--- src/core/mdes_pkg.sv ---
package mdes_pkg;

  // ----------------------------------------
  // Timing
  // ----------------------------------------
  localparam int unsigned CLK_PERIOD_NS = 10;  // Core clock period
  localparam int unsigned PCI_CLK_NS    = 30;  // One PCI clock
  localparam int unsigned PULSE_CYC     = (PCI_CLK_NS + CLK_PERIOD_NS - 1) / CLK_PERIOD_NS;
  localparam logic [1:0]  PULSE_CNT     = 2'(PULSE_CYC);

  // ----------------------------------------
  // Register indices (byte address = 4 * index)
  // ----------------------------------------
  localparam logic [7:0] IDX_SMRAM = 8'h48;  // smram_map_control
  localparam logic [7:0] IDX_CTRL  = 8'h49;  // ecc_parity_control
  localparam logic [7:0] IDX_STAT  = 8'h4a;  // memory_error_status
  localparam logic [7:0] IDX_RSVD  = 8'h4b;  // reserved_byte_4b
  localparam logic [7:0] IDX_SRL   = 8'h4c;  // shadow_read_enable_low
  localparam logic [7:0] IDX_SRH   = 8'h4d;  // shadow_read_enable_high
  localparam logic [7:0] IDX_SWL   = 8'h4e;  // shadow_write_enable_low
  localparam logic [7:0] IDX_SWH   = 8'h4f;  // shadow_write_enable_high
  localparam logic [7:0] IDX_TEST  = 8'h60;  // forced check-bit value
  localparam logic [7:0] RST_BYTE  = 8'h00;  // Reset value of all bytes

  // ----------------------------------------
  // Field positions
  // ----------------------------------------
  localparam int unsigned SM_MAP_EN  = 0;  // Mapping enable
  localparam int unsigned SM_ANYTIME = 1;  // Access control
  localparam int unsigned SM_REG_LO  = 2;  // Region field low bit
  localparam int unsigned CT_MODE    = 0;  // 0 parity, 1 ECC
  localparam int unsigned CT_TEST    = 1;  // Test mode
  localparam int unsigned CT_SINGLE  = 4;  // Single-bit enable
  localparam int unsigned CT_MULTI   = 5;  // Multi/parity enable
  localparam int unsigned CT_LEVEL   = 6;  // Duration select
  localparam logic [7:0]  CT_WMASK   = 8'h73;  // Writable control bits
  localparam logic [7:0]  SM_WMASK   = 8'h0f;  // Implemented smram bits
  localparam int unsigned ST_SFLAG   = 0;  // Single-bit flag
  localparam int unsigned ST_SROW    = 1;  // Single row low bit
  localparam int unsigned ST_MFLAG   = 4;  // Multi/parity flag
  localparam int unsigned ST_MROW    = 5;  // Multi row low bit

  // ----------------------------------------
  // Address map constants
  // ----------------------------------------
  localparam logic [1:0] REG_D_TO_B  = 2'b00;
  localparam logic [1:0] REG_AB      = 2'b01;
  localparam logic [1:0] REG_3_TO_B  = 2'b10;
  localparam logic [3:0] SEG_3       = 4'h3;
  localparam logic [3:0] SEG_A       = 4'ha;
  localparam logic [3:0] SEG_B       = 4'hb;
  localparam logic [3:0] SEG_D       = 4'hd;
  localparam logic [1:0] SHADOW_TOP  = 2'b11;  // addr[19:18] of C0000h-FFFFFh

  // ----------------------------------------
  // Carriers
  // ----------------------------------------
  typedef struct packed {
    logic       valid;   // One-cycle error event
    logic       multi;   // Parity or multi-bit ECC error
    logic       single;  // Single-bit ECC error
    logic [2:0] row;     // DRAM row of the failing access
  } mdes_err_s;

  typedef struct packed {
    logic        valid;  // One-cycle access request
    logic        write;  // 1 write, 0 read
    logic [31:0] addr;   // CPU logical address
  } mdes_acc_s;

endpackage : mdes_pkg

--- src/core/mdes_sync.sv ---
`timescale 1ns/1ps
module mdes_sync
  import mdes_pkg::*;
(
  input  wire logic clk_i,   // Core clock
  input  wire logic rst_i,   // Sync reset, active high
  input  wire logic async_i, // Pin level
  input  wire logic init_i,  // Level assumed at reset
  output logic      sync_o   // Filtered level
);

  // ----------------------------------------
  // Three-stage capture
  // ----------------------------------------
  logic [2:0] stage_reg;  // Stage 0 feeds stage 1 only

  // Shift chain, no reset so meta stage sees only the pin
  always_ff @(posedge clk_i)
  begin
    stage_reg <= {stage_reg[1:0], async_i};
  end

  // Accept a change once stages 1 and 2 agree
  always_ff @(posedge clk_i)
  begin
    if (rst_i)
      sync_o <= init_i;
    else if (stage_reg[1] == stage_reg[2])
      sync_o <= stage_reg[2];
  end

endmodule : mdes_sync

--- src/core/mdes_smram.sv ---
`timescale 1ns/1ps
module mdes_smram
  import mdes_pkg::*;
(
  input  wire logic        map_en_i,  // Mapping enable
  input  wire logic        anytime_i, // Open outside SMM
  input  wire logic [1:0]  region_i,  // Window select
  input  wire logic        smm_n_i,   // Synced, low in SMM
  input  wire logic [19:0] addr_i,    // Address below 1 MB
  output logic             hit_o,     // Address in window
  output logic             local_o,   // Goes to DRAM
  output logic [19:0]      phys_o     // Remapped address
);

  logic open_w;  // SMRAM reachable now

  // ----------------------------------------
  // Window decode
  // ----------------------------------------
  always_comb
  begin
    open_w  = anytime_i | ~smm_n_i;
    hit_o   = 1'b0;
    local_o = 1'b1;
    phys_o  = addr_i;
    if (map_en_i)
    begin
      unique case (region_i)
        REG_D_TO_B:
        begin
          hit_o   = (addr_i[19:16] == SEG_D);
          local_o = open_w;
          phys_o  = {SEG_B, addr_i[15:0]};
        end
        REG_AB:
        begin
          hit_o   = (addr_i[19:16] == SEG_A) || (addr_i[19:16] == SEG_B);
          local_o = open_w;
        end
        REG_3_TO_B:
        begin
          hit_o = (addr_i[19:16] == SEG_3);
          // While SMRAM is closed (outside SMM, anytime bit clear) the segment stays ordinary DRAM
          if (open_w)
            phys_o = {SEG_B, addr_i[15:0]};
        end
        default:
        begin
          hit_o = 1'b0;  // Reserved code, no window
        end
      endcase
    end
  end

endmodule : mdes_smram

--- src/core/mdes_core.sv ---
`timescale 1ns/1ps
module mdes_core
  import mdes_pkg::*;
#(
  parameter int unsigned ADDR_W = 32  // Host address width
)
(
  input  wire logic              clk_i,           // Core clock, 100 MHz
  input  wire logic              rst_i,           // Sync reset, active high
  // Wishbone classic slave
  input  wire logic              wb_cyc_i,        // Cycle
  input  wire logic              wb_stb_i,        // Strobe
  input  wire logic              wb_we_i,         // Write
  input  wire logic [9:0]        wb_adr_i,        // Byte address
  input  wire logic [3:0]        wb_sel_i,        // Byte enables
  input  wire logic [31:0]       wb_dat_i,        // Write data
  output logic [31:0]            wb_dat_o,        // Read data
  output logic                   wb_ack_o,        // Acknowledge
  // Host side
  input  wire logic              smm_active_n_i,  // SMM pin, low active
  input  wire mdes_pkg::mdes_acc_s acc_i,         // Access to decode
  output logic                   acc_done_o,      // Decode result valid
  output logic                   acc_local_o,     // 1 DRAM, 0 PCI
  output logic [ADDR_W-1:0]      acc_phys_o,      // Physical address
  // DRAM integrity side
  input  wire mdes_pkg::mdes_err_s err_i,         // Error event
  output logic                   ecc_mode_o,      // 1 ECC, 0 parity
  output logic                   chk_multi_en_o,  // Multi/parity check on
  output logic                   chk_single_en_o, // Single-bit check on
  output logic                   test_mode_o,     // Force check bits
  output logic [7:0]             test_bits_o,     // Forced check bits
  // PCI side
  output logic                   system_error_n_o // System error, low active
);

  // ----------------------------------------
  // Elaboration checks
  // ----------------------------------------
  if (ADDR_W < 20 || ADDR_W > 32)
  begin : g_bad_addr_w
    $error("ADDR_W must lie between 20 and 32");
  end

  // ----------------------------------------
  // Storage
  // ----------------------------------------
  logic [7:0] smram_reg;  // smram_map_control
  logic [7:0] ctrl_reg;   // ecc_parity_control
  logic [7:0] stat_reg;   // memory_error_status, built from the four below
  logic [2:0] mrow_reg;   // First multi/parity error row
  logic       mflag_reg;  // Multi/parity error flag
  logic [2:0] srow_reg;   // First single-bit error row
  logic       sflag_reg;  // Single-bit error flag
  logic [7:0] srl_reg;    // shadow_read_enable_low
  logic [7:0] srh_reg;    // shadow_read_enable_high
  logic [7:0] swl_reg;    // shadow_write_enable_low
  logic [7:0] swh_reg;    // shadow_write_enable_high
  logic [7:0] test_reg;   // Forced check-bit value
  logic [1:0] pulse_reg;  // Pulse cycles left
  logic       smm_n_w;    // Synced SMM level

  // ----------------------------------------
  // Bus decode
  // ----------------------------------------
  logic       req_w;    // New request this cycle
  logic       wr_w;     // Write, low lane enabled
  logic [7:0] idx_w;    // Word index
  logic [7:0] wbyte_w;  // Low write byte

  assign req_w   = wb_cyc_i & wb_stb_i & ~wb_ack_o;
  assign idx_w   = wb_adr_i[9:2];
  assign wr_w    = req_w & wb_we_i & wb_sel_i[0];
  assign wbyte_w = wb_dat_i[7:0];

  // Register write strobe for one index
  function automatic logic wr_hit(input logic [7:0] idx);
    wr_hit = wr_w && (idx_w == idx);
  endfunction : wr_hit

  // Shadow enable lookup for an address in C0000h-FFFFFh
  function automatic logic shadow_en(input logic [7:0] lo,
                                     input logic [7:0] hi,
                                     input logic [19:0] a);
    shadow_en = a[17] ? hi[a[16:14]] : lo[a[16:14]];
  endfunction : shadow_en

  // ----------------------------------------
  // Acknowledge: one cycle after the strobe
  // ----------------------------------------
  // Ack drops the cycle after it is given, so a strobe still held
  // in the ack cycle is not taken twice.
  always_ff @(posedge clk_i)
  begin
    if (rst_i)
      wb_ack_o <= 1'b0;
    else
      wb_ack_o <= req_w;
  end

  // Read data, unmapped indices read zero
  always_ff @(posedge clk_i)
  begin
    if (rst_i)
      wb_dat_o <= 32'h0000_0000;
    else if (req_w)
    begin
      unique case (idx_w)
        IDX_SMRAM: wb_dat_o <= {24'h00_0000, smram_reg};
        IDX_CTRL:  wb_dat_o <= {24'h00_0000, ctrl_reg};
        IDX_STAT:  wb_dat_o <= {24'h00_0000, stat_reg};
        IDX_SRL:   wb_dat_o <= {24'h00_0000, srl_reg};
        IDX_SRH:   wb_dat_o <= {24'h00_0000, srh_reg};
        IDX_SWL:   wb_dat_o <= {24'h00_0000, swl_reg};
        IDX_SWH:   wb_dat_o <= {24'h00_0000, swh_reg};
        IDX_TEST:  wb_dat_o <= {24'h00_0000, test_reg};
        default:   wb_dat_o <= 32'h0000_0000;  // Incl. reserved 4Bh
      endcase
    end
  end

  // ----------------------------------------
  // Plain read/write registers
  // ----------------------------------------
  // SMRAM mapping, only bits 3-0 kept
  always_ff @(posedge clk_i)
  begin
    if (rst_i)
      smram_reg <= RST_BYTE;
    else if (wr_hit(IDX_SMRAM))
      smram_reg <= wbyte_w & SM_WMASK;
  end

  // Integrity control, reserved bits stay zero
  always_ff @(posedge clk_i)
  begin
    if (rst_i)
      ctrl_reg <= RST_BYTE;
    else if (wr_hit(IDX_CTRL))
      ctrl_reg <= wbyte_w & CT_WMASK;
  end

  // Shadow enables, one bit per 16 KB segment
  always_ff @(posedge clk_i)
  begin
    if (rst_i)
    begin
      srl_reg <= RST_BYTE;
      srh_reg <= RST_BYTE;
      swl_reg <= RST_BYTE;
      swh_reg <= RST_BYTE;
    end
    else
    begin
      if (wr_hit(IDX_SRL))
        srl_reg <= wbyte_w;
      if (wr_hit(IDX_SRH))
        srh_reg <= wbyte_w;
      if (wr_hit(IDX_SWL))
        swl_reg <= wbyte_w;
      if (wr_hit(IDX_SWH))
        swh_reg <= wbyte_w;
    end
  end

  // Forced check-bit value
  always_ff @(posedge clk_i)
  begin
    if (rst_i)
      test_reg <= RST_BYTE;
    else if (wr_hit(IDX_TEST))
      test_reg <= wbyte_w;
  end

  // ----------------------------------------
  // Integrity controls to the DRAM datapath
  // ----------------------------------------
  logic multi_en_w;   // Multi/parity check active
  logic single_en_w;  // Single-bit check active

  assign multi_en_w  = ctrl_reg[CT_MULTI];
  assign single_en_w = ctrl_reg[CT_SINGLE] & ctrl_reg[CT_MODE];

  // Straight from the control flops
  assign ecc_mode_o      = ctrl_reg[CT_MODE];
  assign chk_multi_en_o  = ctrl_reg[CT_MULTI];
  assign chk_single_en_o = ctrl_reg[CT_SINGLE];
  assign test_mode_o     = ctrl_reg[CT_TEST];
  assign test_bits_o     = test_reg;

  // ----------------------------------------
  // Error logging
  // ----------------------------------------
  logic set_m_w;  // Accepted multi/parity error
  logic set_s_w;  // Accepted single-bit error
  logic clr_m_w;  // Software clear of multi flag
  logic clr_s_w;  // Software clear of single flag

  // Disabled checks discard their events entirely
  assign set_m_w = err_i.valid & err_i.multi & multi_en_w;
  assign set_s_w = err_i.valid & err_i.single & single_en_w;
  assign clr_m_w = wr_hit(IDX_STAT) & wbyte_w[ST_MFLAG];
  assign clr_s_w = wr_hit(IDX_STAT) & wbyte_w[ST_SFLAG];

  // Status byte as software sees it; every field has a single driver
  assign stat_reg = {mrow_reg, mflag_reg, srow_reg, sflag_reg};

  // Multi/parity flag and row; set beats a same-cycle clear
  always_ff @(posedge clk_i)
  begin
    if (rst_i)
    begin
      mrow_reg  <= 3'h0;
      mflag_reg <= 1'b0;
    end
    else if (set_m_w)
    begin
      // Row kept from the first error while the flag stands, so a
      // burst still points software at the row that failed first
      if (!mflag_reg || clr_m_w)
        mrow_reg <= err_i.row;
      mflag_reg <= 1'b1;
    end
    else if (clr_m_w)
      mflag_reg <= 1'b0;
  end

  // Single-bit flag and row, same policy
  always_ff @(posedge clk_i)
  begin
    if (rst_i)
    begin
      srow_reg  <= 3'h0;
      sflag_reg <= 1'b0;
    end
    else if (set_s_w)
    begin
      if (!sflag_reg || clr_s_w)
        srow_reg <= err_i.row;
      sflag_reg <= 1'b1;
    end
    else if (clr_s_w)
      sflag_reg <= 1'b0;
  end

  // ----------------------------------------
  // System error output
  // ----------------------------------------
  logic err_evt_w;  // Any reported error
  logic flags_w;    // Any flag still set

  assign err_evt_w = set_m_w | set_s_w;
  assign flags_w   = stat_reg[ST_MFLAG] | stat_reg[ST_SFLAG];

  // Pulse timer, one PCI clock long
  // Rounded up to whole core cycles, so the pulse never falls short
  // of a PCI clock; a new event restarts it
  always_ff @(posedge clk_i)
  begin
    if (rst_i)
      pulse_reg <= 2'b00;
    else if (err_evt_w && !ctrl_reg[CT_LEVEL])
      pulse_reg <= PULSE_CNT;
    else if (pulse_reg != 2'b00)
      pulse_reg <= pulse_reg - 2'b01;
  end

  // Level mode holds while any flag stands
  always_ff @(posedge clk_i)
  begin
    if (rst_i)
      system_error_n_o <= 1'b1;
    else if (ctrl_reg[CT_LEVEL])
      system_error_n_o <= ~(flags_w | err_evt_w);
    else
      system_error_n_o <= ~((err_evt_w) || (pulse_reg > 2'b01));
  end

  // ----------------------------------------
  // SMM input
  // ----------------------------------------
  mdes_sync u_smm_sync (
    .clk_i   (clk_i),
    .rst_i   (rst_i),
    .async_i (smm_active_n_i),
    .init_i  (1'b1),
    .sync_o  (smm_n_w)
  );

  // ----------------------------------------
  // Address decode
  // ----------------------------------------
  logic        low_mb_w;  // Access below 1 MB
  logic        sm_hit_w;  // In SMRAM window
  logic        sm_loc_w;  // Window grants DRAM
  logic [19:0] sm_phys_w; // Window physical address
  logic        shadow_w;  // In C0000h-FFFFFh
  logic        sh_en_w;   // Enable for this direction

  assign low_mb_w = (acc_i.addr[ADDR_W-1:20] == '0);
  assign shadow_w = low_mb_w && (acc_i.addr[19:18] == SHADOW_TOP);

  // Read and write tables looked up separately
  assign sh_en_w = acc_i.write ? shadow_en(swl_reg, swh_reg, acc_i.addr[19:0])
                               : shadow_en(srl_reg, srh_reg, acc_i.addr[19:0]);

  mdes_smram u_smram (
    .map_en_i  (smram_reg[SM_MAP_EN]),
    .anytime_i (smram_reg[SM_ANYTIME]),
    .region_i  (smram_reg[SM_REG_LO +: 2]),
    .smm_n_i   (smm_n_w),
    .addr_i    (acc_i.addr[19:0]),
    .hit_o     (sm_hit_w),
    .local_o   (sm_loc_w),
    .phys_o    (sm_phys_w)
  );

  // Registered decode; the SMRAM window takes priority
  always_ff @(posedge clk_i)
  begin
    if (rst_i)
    begin
      acc_done_o  <= 1'b0;
      acc_local_o <= 1'b0;
      acc_phys_o  <= '0;
    end
    else
    begin
      acc_done_o <= acc_i.valid;
      if (acc_i.valid)
      begin
        acc_phys_o <= acc_i.addr[ADDR_W-1:0];
        if (low_mb_w && sm_hit_w)
        begin
          acc_local_o      <= sm_loc_w;
          acc_phys_o[19:0] <= sm_phys_w;
        end
        else if (shadow_w)
          acc_local_o <= sh_en_w;
        else
          acc_local_o <= 1'b1;     // Other areas left to DRAM
      end
    end
  end

endmodule : mdes_core

--- config.mk ---
export PLATFORM = sky130hd
export DESIGN_NAME = mdes_core
export DESIGN_NICKNAME = d
export VERILOG_FILES = /design/src/core/mdes_pkg.sv /design/src/core/mdes_sync.sv /design/src/core/mdes_smram.sv /design/src/core/mdes_core.sv
export SDC_FILE = /design/constraint.sdc
export NUM_CORES = 1
export LEC_CHECK = 0
export BUFFER_PORTS_ARGS = -buffer_cell sky130_fd_sc_hd__buf_4
export CORE_ASPECT_RATIO = 1.2
export CORE_MARGIN = 4
export CORE_UTILIZATION = 30
export DETAILED_ROUTE_END_ITERATION = 8
export GPL_TIMING_DRIVEN = 0
export HOLD_SLACK_MARGIN = 0.06
export PLACE_DENSITY = 0.61
export SETUP_SLACK_MARGIN = 0.15
export SLEW_MARGIN = 20
export SYNTH_ARGS = -nofsm -noshare
export SYNTH_HDL_FRONTEND = slang
export SYNTH_SLANG_ARGS = --single-unit
--- constraint.sdc ---
create_clock -name clk_i -period 1.9 [get_ports clk_i]
set_clock_uncertainty 0.05 [all_clocks]
set_input_delay 0.285 -clock clk_i [delete_from_list [all_inputs] [get_ports clk_i]]
set_output_delay 0.285 -clock clk_i [all_outputs]
set_load 0.02 [all_outputs]
==> metrics.cfg, run 1 <==
[run_status]
status=finished, final reports clean

[critical_path]
start_kind=flip-flop
cp.required_ps=2130
path_max_fanout=4
cp.arrival_ps=2000
crit_path_end_kind=flip-flop
crit_type=flip-flop to flip-flop
r2r_setup_slack_ps=130

[cts]
cts_buffer_depth=2
ctsHtreeMaxLevel=3
clkSinkCount=107
tritoncts=built
cts.clk_slew.worst_paths_ps=80
cts_root_buf=clkbuf_16
clkLatencyLatePin_ps=350
cts_buffers=9

[routing]
remaining_drc_errors=0
route.met3.wl_mm=1.483
first_pass_iters=5
top_layer=met4
vias=4340
wirelength_mm=14.87
ant_nets=0
wire_per_inst_um=16.73
wl_met2_mm=7.026
vias_per_cell=4.882
wl_met1_mm=5.999
drtIter0Drc=239

[placement]
pre_cts_ws_ps=-464.0
hpwl_mm=11.52
detailed_place.area_um2=6222
portBuffers=113
gp_congestion=0.9153

[power_and_ir_drop]
p_leak_nw=3.135
irDropWorstVdd_mv=0.4954
power_density_nw_per_um2=744.1
p_total_mw=4.949

[synth]
syn_inst=516
synth_edf_count=0
ys_seq_area_frac=0.4291
synthArstFlopShare=0
syn_area_um2=4992
synth-seq-cells=107
yosysWarningCount=0
avgSynthCellArea_um2=9.675
ys.flop_type=dfxtp_1
ys_types=55

[timing]
setup_viol_count_final=0
min_period_ps=1771
worst_pin_slew_ps=696.9
setup_slack_ps=129.3
rsz0062_at_grt=true
finalHoldViolCount=0
fmax_mhz=564.7
max-slew-margin-rel=0.5354
fin_crit_sh=0.9320
fin_hold_ws_ps=117.1
report.final.slew_viol_count=0

[die]
die_h_um=149.3
start_util=0.3068
core_area_um2=16270
die-area_um2=18780
io_pins=172
die_width_um=125.8
rows=51

[cells_and_area]
finalNetCount=766
largest_register_ffs=32
synthToLayoutAreaGrowth_pct=33.23
final_common_cell=buf_4
final_util=0.4088
design_area_um2=6651
diodes=0
drive_above_1_share=0.3117
regMostFlops=acc_phys_o
final_cell_mix=143 x buf_4, 106 x dfxtp_1, 95 x nor2_1

[global_route]
grt_remaining_overflow=0
grt_pass1_wl_mm=23.46
grt_pass1_vias=4355
gr-usage-all-layers=0.1566
antenna_found_initial=0
grt_max_degree=21

[worst_hold_path]
min_path_type=input port to flip-flop

[job]
drv_cap=0

## metal layers
layer  vias to the layer above  GRT usage
met1                      2014     0.1901
met5                         -          0
li1                       2100          -
met3                        31    0.05623
met4                         0    0.05794
met2                       195     0.2562
## per-stage QoR
stage / instances / setup TNS, ps
floorplan: 539 / -1051
global placement: 864 / -20490
detailed placement: 864 / -22930
CTS: 889 / 0
global route: 889 / 0
finish: 889 / 0
## kinds of logic after synthesis
kind of cell,after synthesis,share of synthesized area
xor+xnor,1,0.001755
other cells,1,0.0007512
fa+ha+maj,2,0.005012
flops,107,0.4291
compound gates,80,0.1060
simple gates,162,0.1627
mux,104,0.2308
buf+inv,59,0.06391
## power by group
part           internal [mW]  switching [mW]  total [mW]
sequential              2.31          0.0370        2.35
clock                  0.925           0.934        1.86
combinational          0.334           0.405       0.739
total                   3.57            1.38        4.95
## final timing paths
path                                   startpoint                         endpoint  cells past startpoint
setup reg to reg              wb_ack_o$_SDFF_PP0_         srow_reg[2]$_SDFFE_PP0P_                      5
hold reg to reg   u_smm_sync.stage_reg[0]$_DFF_P_  u_smm_sync.stage_reg[1]$_DFF_P_                      0
hold / removal                          acc_i[19]      acc_phys_o[19]$_SDFFE_PP0P_                      2
setup / recovery              wb_ack_o$_SDFF_PP0_         srow_reg[2]$_SDFFE_PP0P_                      5
## Yosys cell counts (all sizes together), types with 2 or more instances
cell / instances / share of area
o311ai: 2 / 0.0035
nand4: 3 / 0.0080
a21o: 2 / 0.0030
a211oi: 3 / 0.0045
mux4: 8 / 0.036
o21ai: 23 / 0.025
a2bb2oi: 3 / 0.0053
nand2: 18 / 0.014
nor4bb: 2 / 0.0040
dfxtp: 107 / 0.43
a22oi: 11 / 0.017
a21oi: 17 / 0.017
a221oi: 4 / 0.0070
nor4: 6 / 0.014
nand2b: 2 / 0.0025
mux2: 9 / 0.020
mux2i: 87 / 0.17
nor2b: 9 / 0.011
buf: 34 / 0.045
or3b: 3 / 0.0053
nor2: 95 / 0.071
a222oi: 2 / 0.0040
clkbuf: 18 / 0.014
ha: 2 / 0.0050
inv: 7 / 0.0053
and3: 3 / 0.0038
o21a: 5 / 0.0075
nand3: 12 / 0.016
nand3b: 2 / 0.0030
## worst max-delay path, cell delays in order, from the launching register on
cell and delay, ps:
dfxtp_2 330, nand3b_1 250, or4_4 580, o21ai_2 250
nand3_1 110, a21oi_1 130
## layout make-up
cell class | instances | area (um^2)
fillers | 1637 | 9620
multi-input cells | 373 | 2669
flip-flops and latches | 107 | 2143
repair buffers | 123 | 940.9
plain buffers | 51 | 314.1
well taps | 212 | 265.3
clock buffers | 9 | 225.2
clock inverters | 7 | 67.56
inverters | 7 | 26.28
## timing repair
item / in CTS / in global routing
hold endpoints to repair: 1 / 0
setup buffers: 8 / 1
pin swaps: 5 / 1
hold buffers: 1 / 0
gates resized for setup: 9 / 16
endpoints found under the setup margin: 65 / 58
Note: power is estimated with default switching activity, not from simulation.
==> inputs of run 2 (changes only) <==
--- a/config.mk
+++ b/config.mk
@@ -12,7 +12,7 @@
 export DETAILED_ROUTE_END_ITERATION = 8
 export GPL_TIMING_DRIVEN = 0
 export HOLD_SLACK_MARGIN = 0.06
-export PLACE_DENSITY = 0.61
+export PLACE_DENSITY = 0.59
 export SETUP_SLACK_MARGIN = 0.15
 export SLEW_MARGIN = 20
 export SYNTH_ARGS = -nofsm -noshare
==> constraint.sdc (replaced) <==
create_clock -name clk_i -period 1.7 [get_ports clk_i]
set_clock_uncertainty 0.05 [all_clocks]
set_input_delay 0.255 -clock clk_i [delete_from_list [all_inputs] [get_ports clk_i]]
set_output_delay 0.255 -clock clk_i [all_outputs]
set_load 0.02 [all_outputs]
==> metrics.cfg, run 2 (synthesis results as in run 1) <==
[cts]
cts_buffers=9  ; unchanged
tritoncts=built
cts_root_buf=clkbuf_16
clkLatencyLatePin_ps=360  ; about the same
ctsHtreeMaxLevel=3  ; unchanged
clkSinkCount=107  ; unchanged
cts.clk_slew.worst_paths_ps=80  ; about the same
cts_buffer_depth=2  ; unchanged

[job]
drv_cap=0  ; unchanged

[routing]
vias=4264  ; -1.8%
drtIter0Drc=222  ; -7.1%
remaining_drc_errors=0  ; unchanged
wirelength_mm=14.77  ; -0.65%
wire_per_inst_um=16.67  ; -0.31%
first_pass_iters=4  ; -1
vias_per_cell=4.813  ; -1.4%
ant_nets=0  ; unchanged

[power_and_ir_drop]
irDropWorstVdd_mv=0.4367  ; -12%
p_int_mw=4.025  ; +13%
share_comb_of_total_power=0.150  ; about the same
power_frac_clock=0.377  ; about the same
power.net_switching_mw=1.525  ; +11%
p_leak_nw=3.128  ; -0.23%
power_density_nw_per_um2=830.5  ; +12%
switching_share=0.2748  ; -0.003299
p_seq_frac=0.473  ; -0.002

[placement]
gp_congestion=0.8951  ; -2.2%
pre_cts_ws_ps=-620.7  ; -156.8 ps
detailed_place.area_um2=6245  ; +0.36%
dp_cells=864  ; unchanged
portBuffers=113  ; unchanged
hpwl_mm=11.37  ; -1.2%

[run_status]
status=finished with violations
failed_checks=setup timing

[cells_and_area]
finalNetCount=763  ; -0.39%
final_common_cell=buf_4
diodes=0  ; unchanged
largest_register_ffs=32  ; unchanged
drive_above_1_share=0.3234  ; +0.01177
final.fill_count=1631  ; -0.37%
final_cell_mix=141 x buf_4, 100 x dfxtp_1, 95 x nor2_1
finalNonFillerCells=886  ; -0.34%
synthToLayoutAreaGrowth_pct=33.86
design_area_um2=6683  ; +0.47%
regMostFlops=acc_phys_o

[timing]
fmax_mhz=568.9  ; +0.74%
setup_slack_ps=-57.72  ; -187.0 ps
report.final.slew_viol_count=0  ; unchanged
worst_pin_slew_ps=722.8  ; +25.91 ps
min_period_ps=1758  ; -12.99 ps
finalHoldViolCount=0  ; unchanged
rsz0062_at_grt=true
setup_tns_ps=-499.6  ; -499.6 ps
fin_crit_sh=1.034  ; +0.1020
max-slew-margin-rel=0.5182  ; -0.01727
setup_viol_count_final=20  ; +20
fin_hold_ws_ps=83.38  ; -33.71 ps

[global_route]
grt_max_degree=20  ; -4.8%
grt_pass1_vias=4411  ; +1.3%
antenna_found_initial=0  ; unchanged
gr-usage-all-layers=0.1554  ; -0.001240
grt_pass1_wl_mm=23.14  ; -1.4%
grt_remaining_overflow=0  ; unchanged

[die]
die_width_um=125.8  ; unchanged
start_util=0.3068  ; unchanged
die-area_um2=18780  ; unchanged
rows=51  ; unchanged
core_area_um2=16270  ; unchanged
io_pins=172  ; unchanged
die_h_um=149.3  ; unchanged

[critical_path]
crit_type=flip-flop to flip-flop
cp.required_ps=1880  ; -250 ps
path_max_fanout=4  ; unchanged
start_kind=flip-flop
cp.arrival_ps=1940  ; -60 ps
crit_path_end_kind=flip-flop

[worst_hold_path]
min_path_type=input port to flip-flop

run 2: worst paths after layout:
path                                                 startpoint  slack (ps)  cells after the start                         endpoint
worst min register to register  u_smm_sync.stage_reg[0]$_DFF_P_         280                      0  u_smm_sync.stage_reg[1]$_DFF_P_
worst max register to register              wb_ack_o$_SDFF_PP0_         -60                      5         srow_reg[2]$_SDFFE_PP0P_
worst min-delay path                                   acc_i[4]          80                      3       acc_phys_o[4]$_SDFFE_PP0P_
worst max-delay path                        wb_ack_o$_SDFF_PP0_         -60                      5         srow_reg[2]$_SDFFE_PP0P_
run 2: timing repair:
action | in CTS | in global routing
hold endpoints to repair | 1 | 0
hold buffers | 1 | 0
pin swaps | 7 | 3
buffers inserted | 6 | 0
gates resized for setup | 23 | 9
setup endpoints to repair | 73 | 69
run 2: area by class of cell:
type	instances	area, um^2	share of cell area
buffer	51	326.6	0.04887
clock buffer	10	239.0	0.03576
clock inverter	6	53.80	0.008051
inverter	7	26.28	0.003932
multi-input combinational	373	2704	0.4046
sequential	107	2153	0.3222
tap	212	265.3	0.03969
timing repair buffer	120	914.6	0.1369
run 2: routing by layer:
metal / vias up / GRT usage / wire length, um
li1: 2096 / - / -
met1: 1970 / 0.1902 / 6267
met2: 167 / 0.2481 / 6703
met3: 31 / 0.05158 / 1346
met4: 0 / 0.07189 / 456
met5: - / 0 / 0
run 2: worst max-delay path, cell delays in order (launching register included):
cell and delay (ps):
dfxtp_2 320, nand3b_1 230, or4_4 580, o21a_1 240, o21ai_1 130, a21oi_1 80
run 2: power groups by stage:
| stage | combinational (mW) | sequential (mW) | clock (mW) |
|---|---|---|---|
| after CTS | 0.832 | 2.63 | 2.16 |
| after detailed placement | 0.816 | 2.68 | 0 |
| after global routing | 0.900 | 2.63 | 2.27 |
| after floorplan | 0.428 | 2.75 | 0 |
| after global placement | 0.791 | 2.68 | 0 |
| final | 0.831 | 2.63 | 2.09 |
run 2: stage by stage:
stage | utilization | total power, mW
2_1_floorplan | - | 3.175
3_3_place_gp | 0.3838 | 3.474
3_5_place_dp | 0.3838 | 3.500
4_1_cts | 0.4099 | 5.614
5_1_grt | 0.4107 | 5.804
6_report | 0.4107 | 5.550
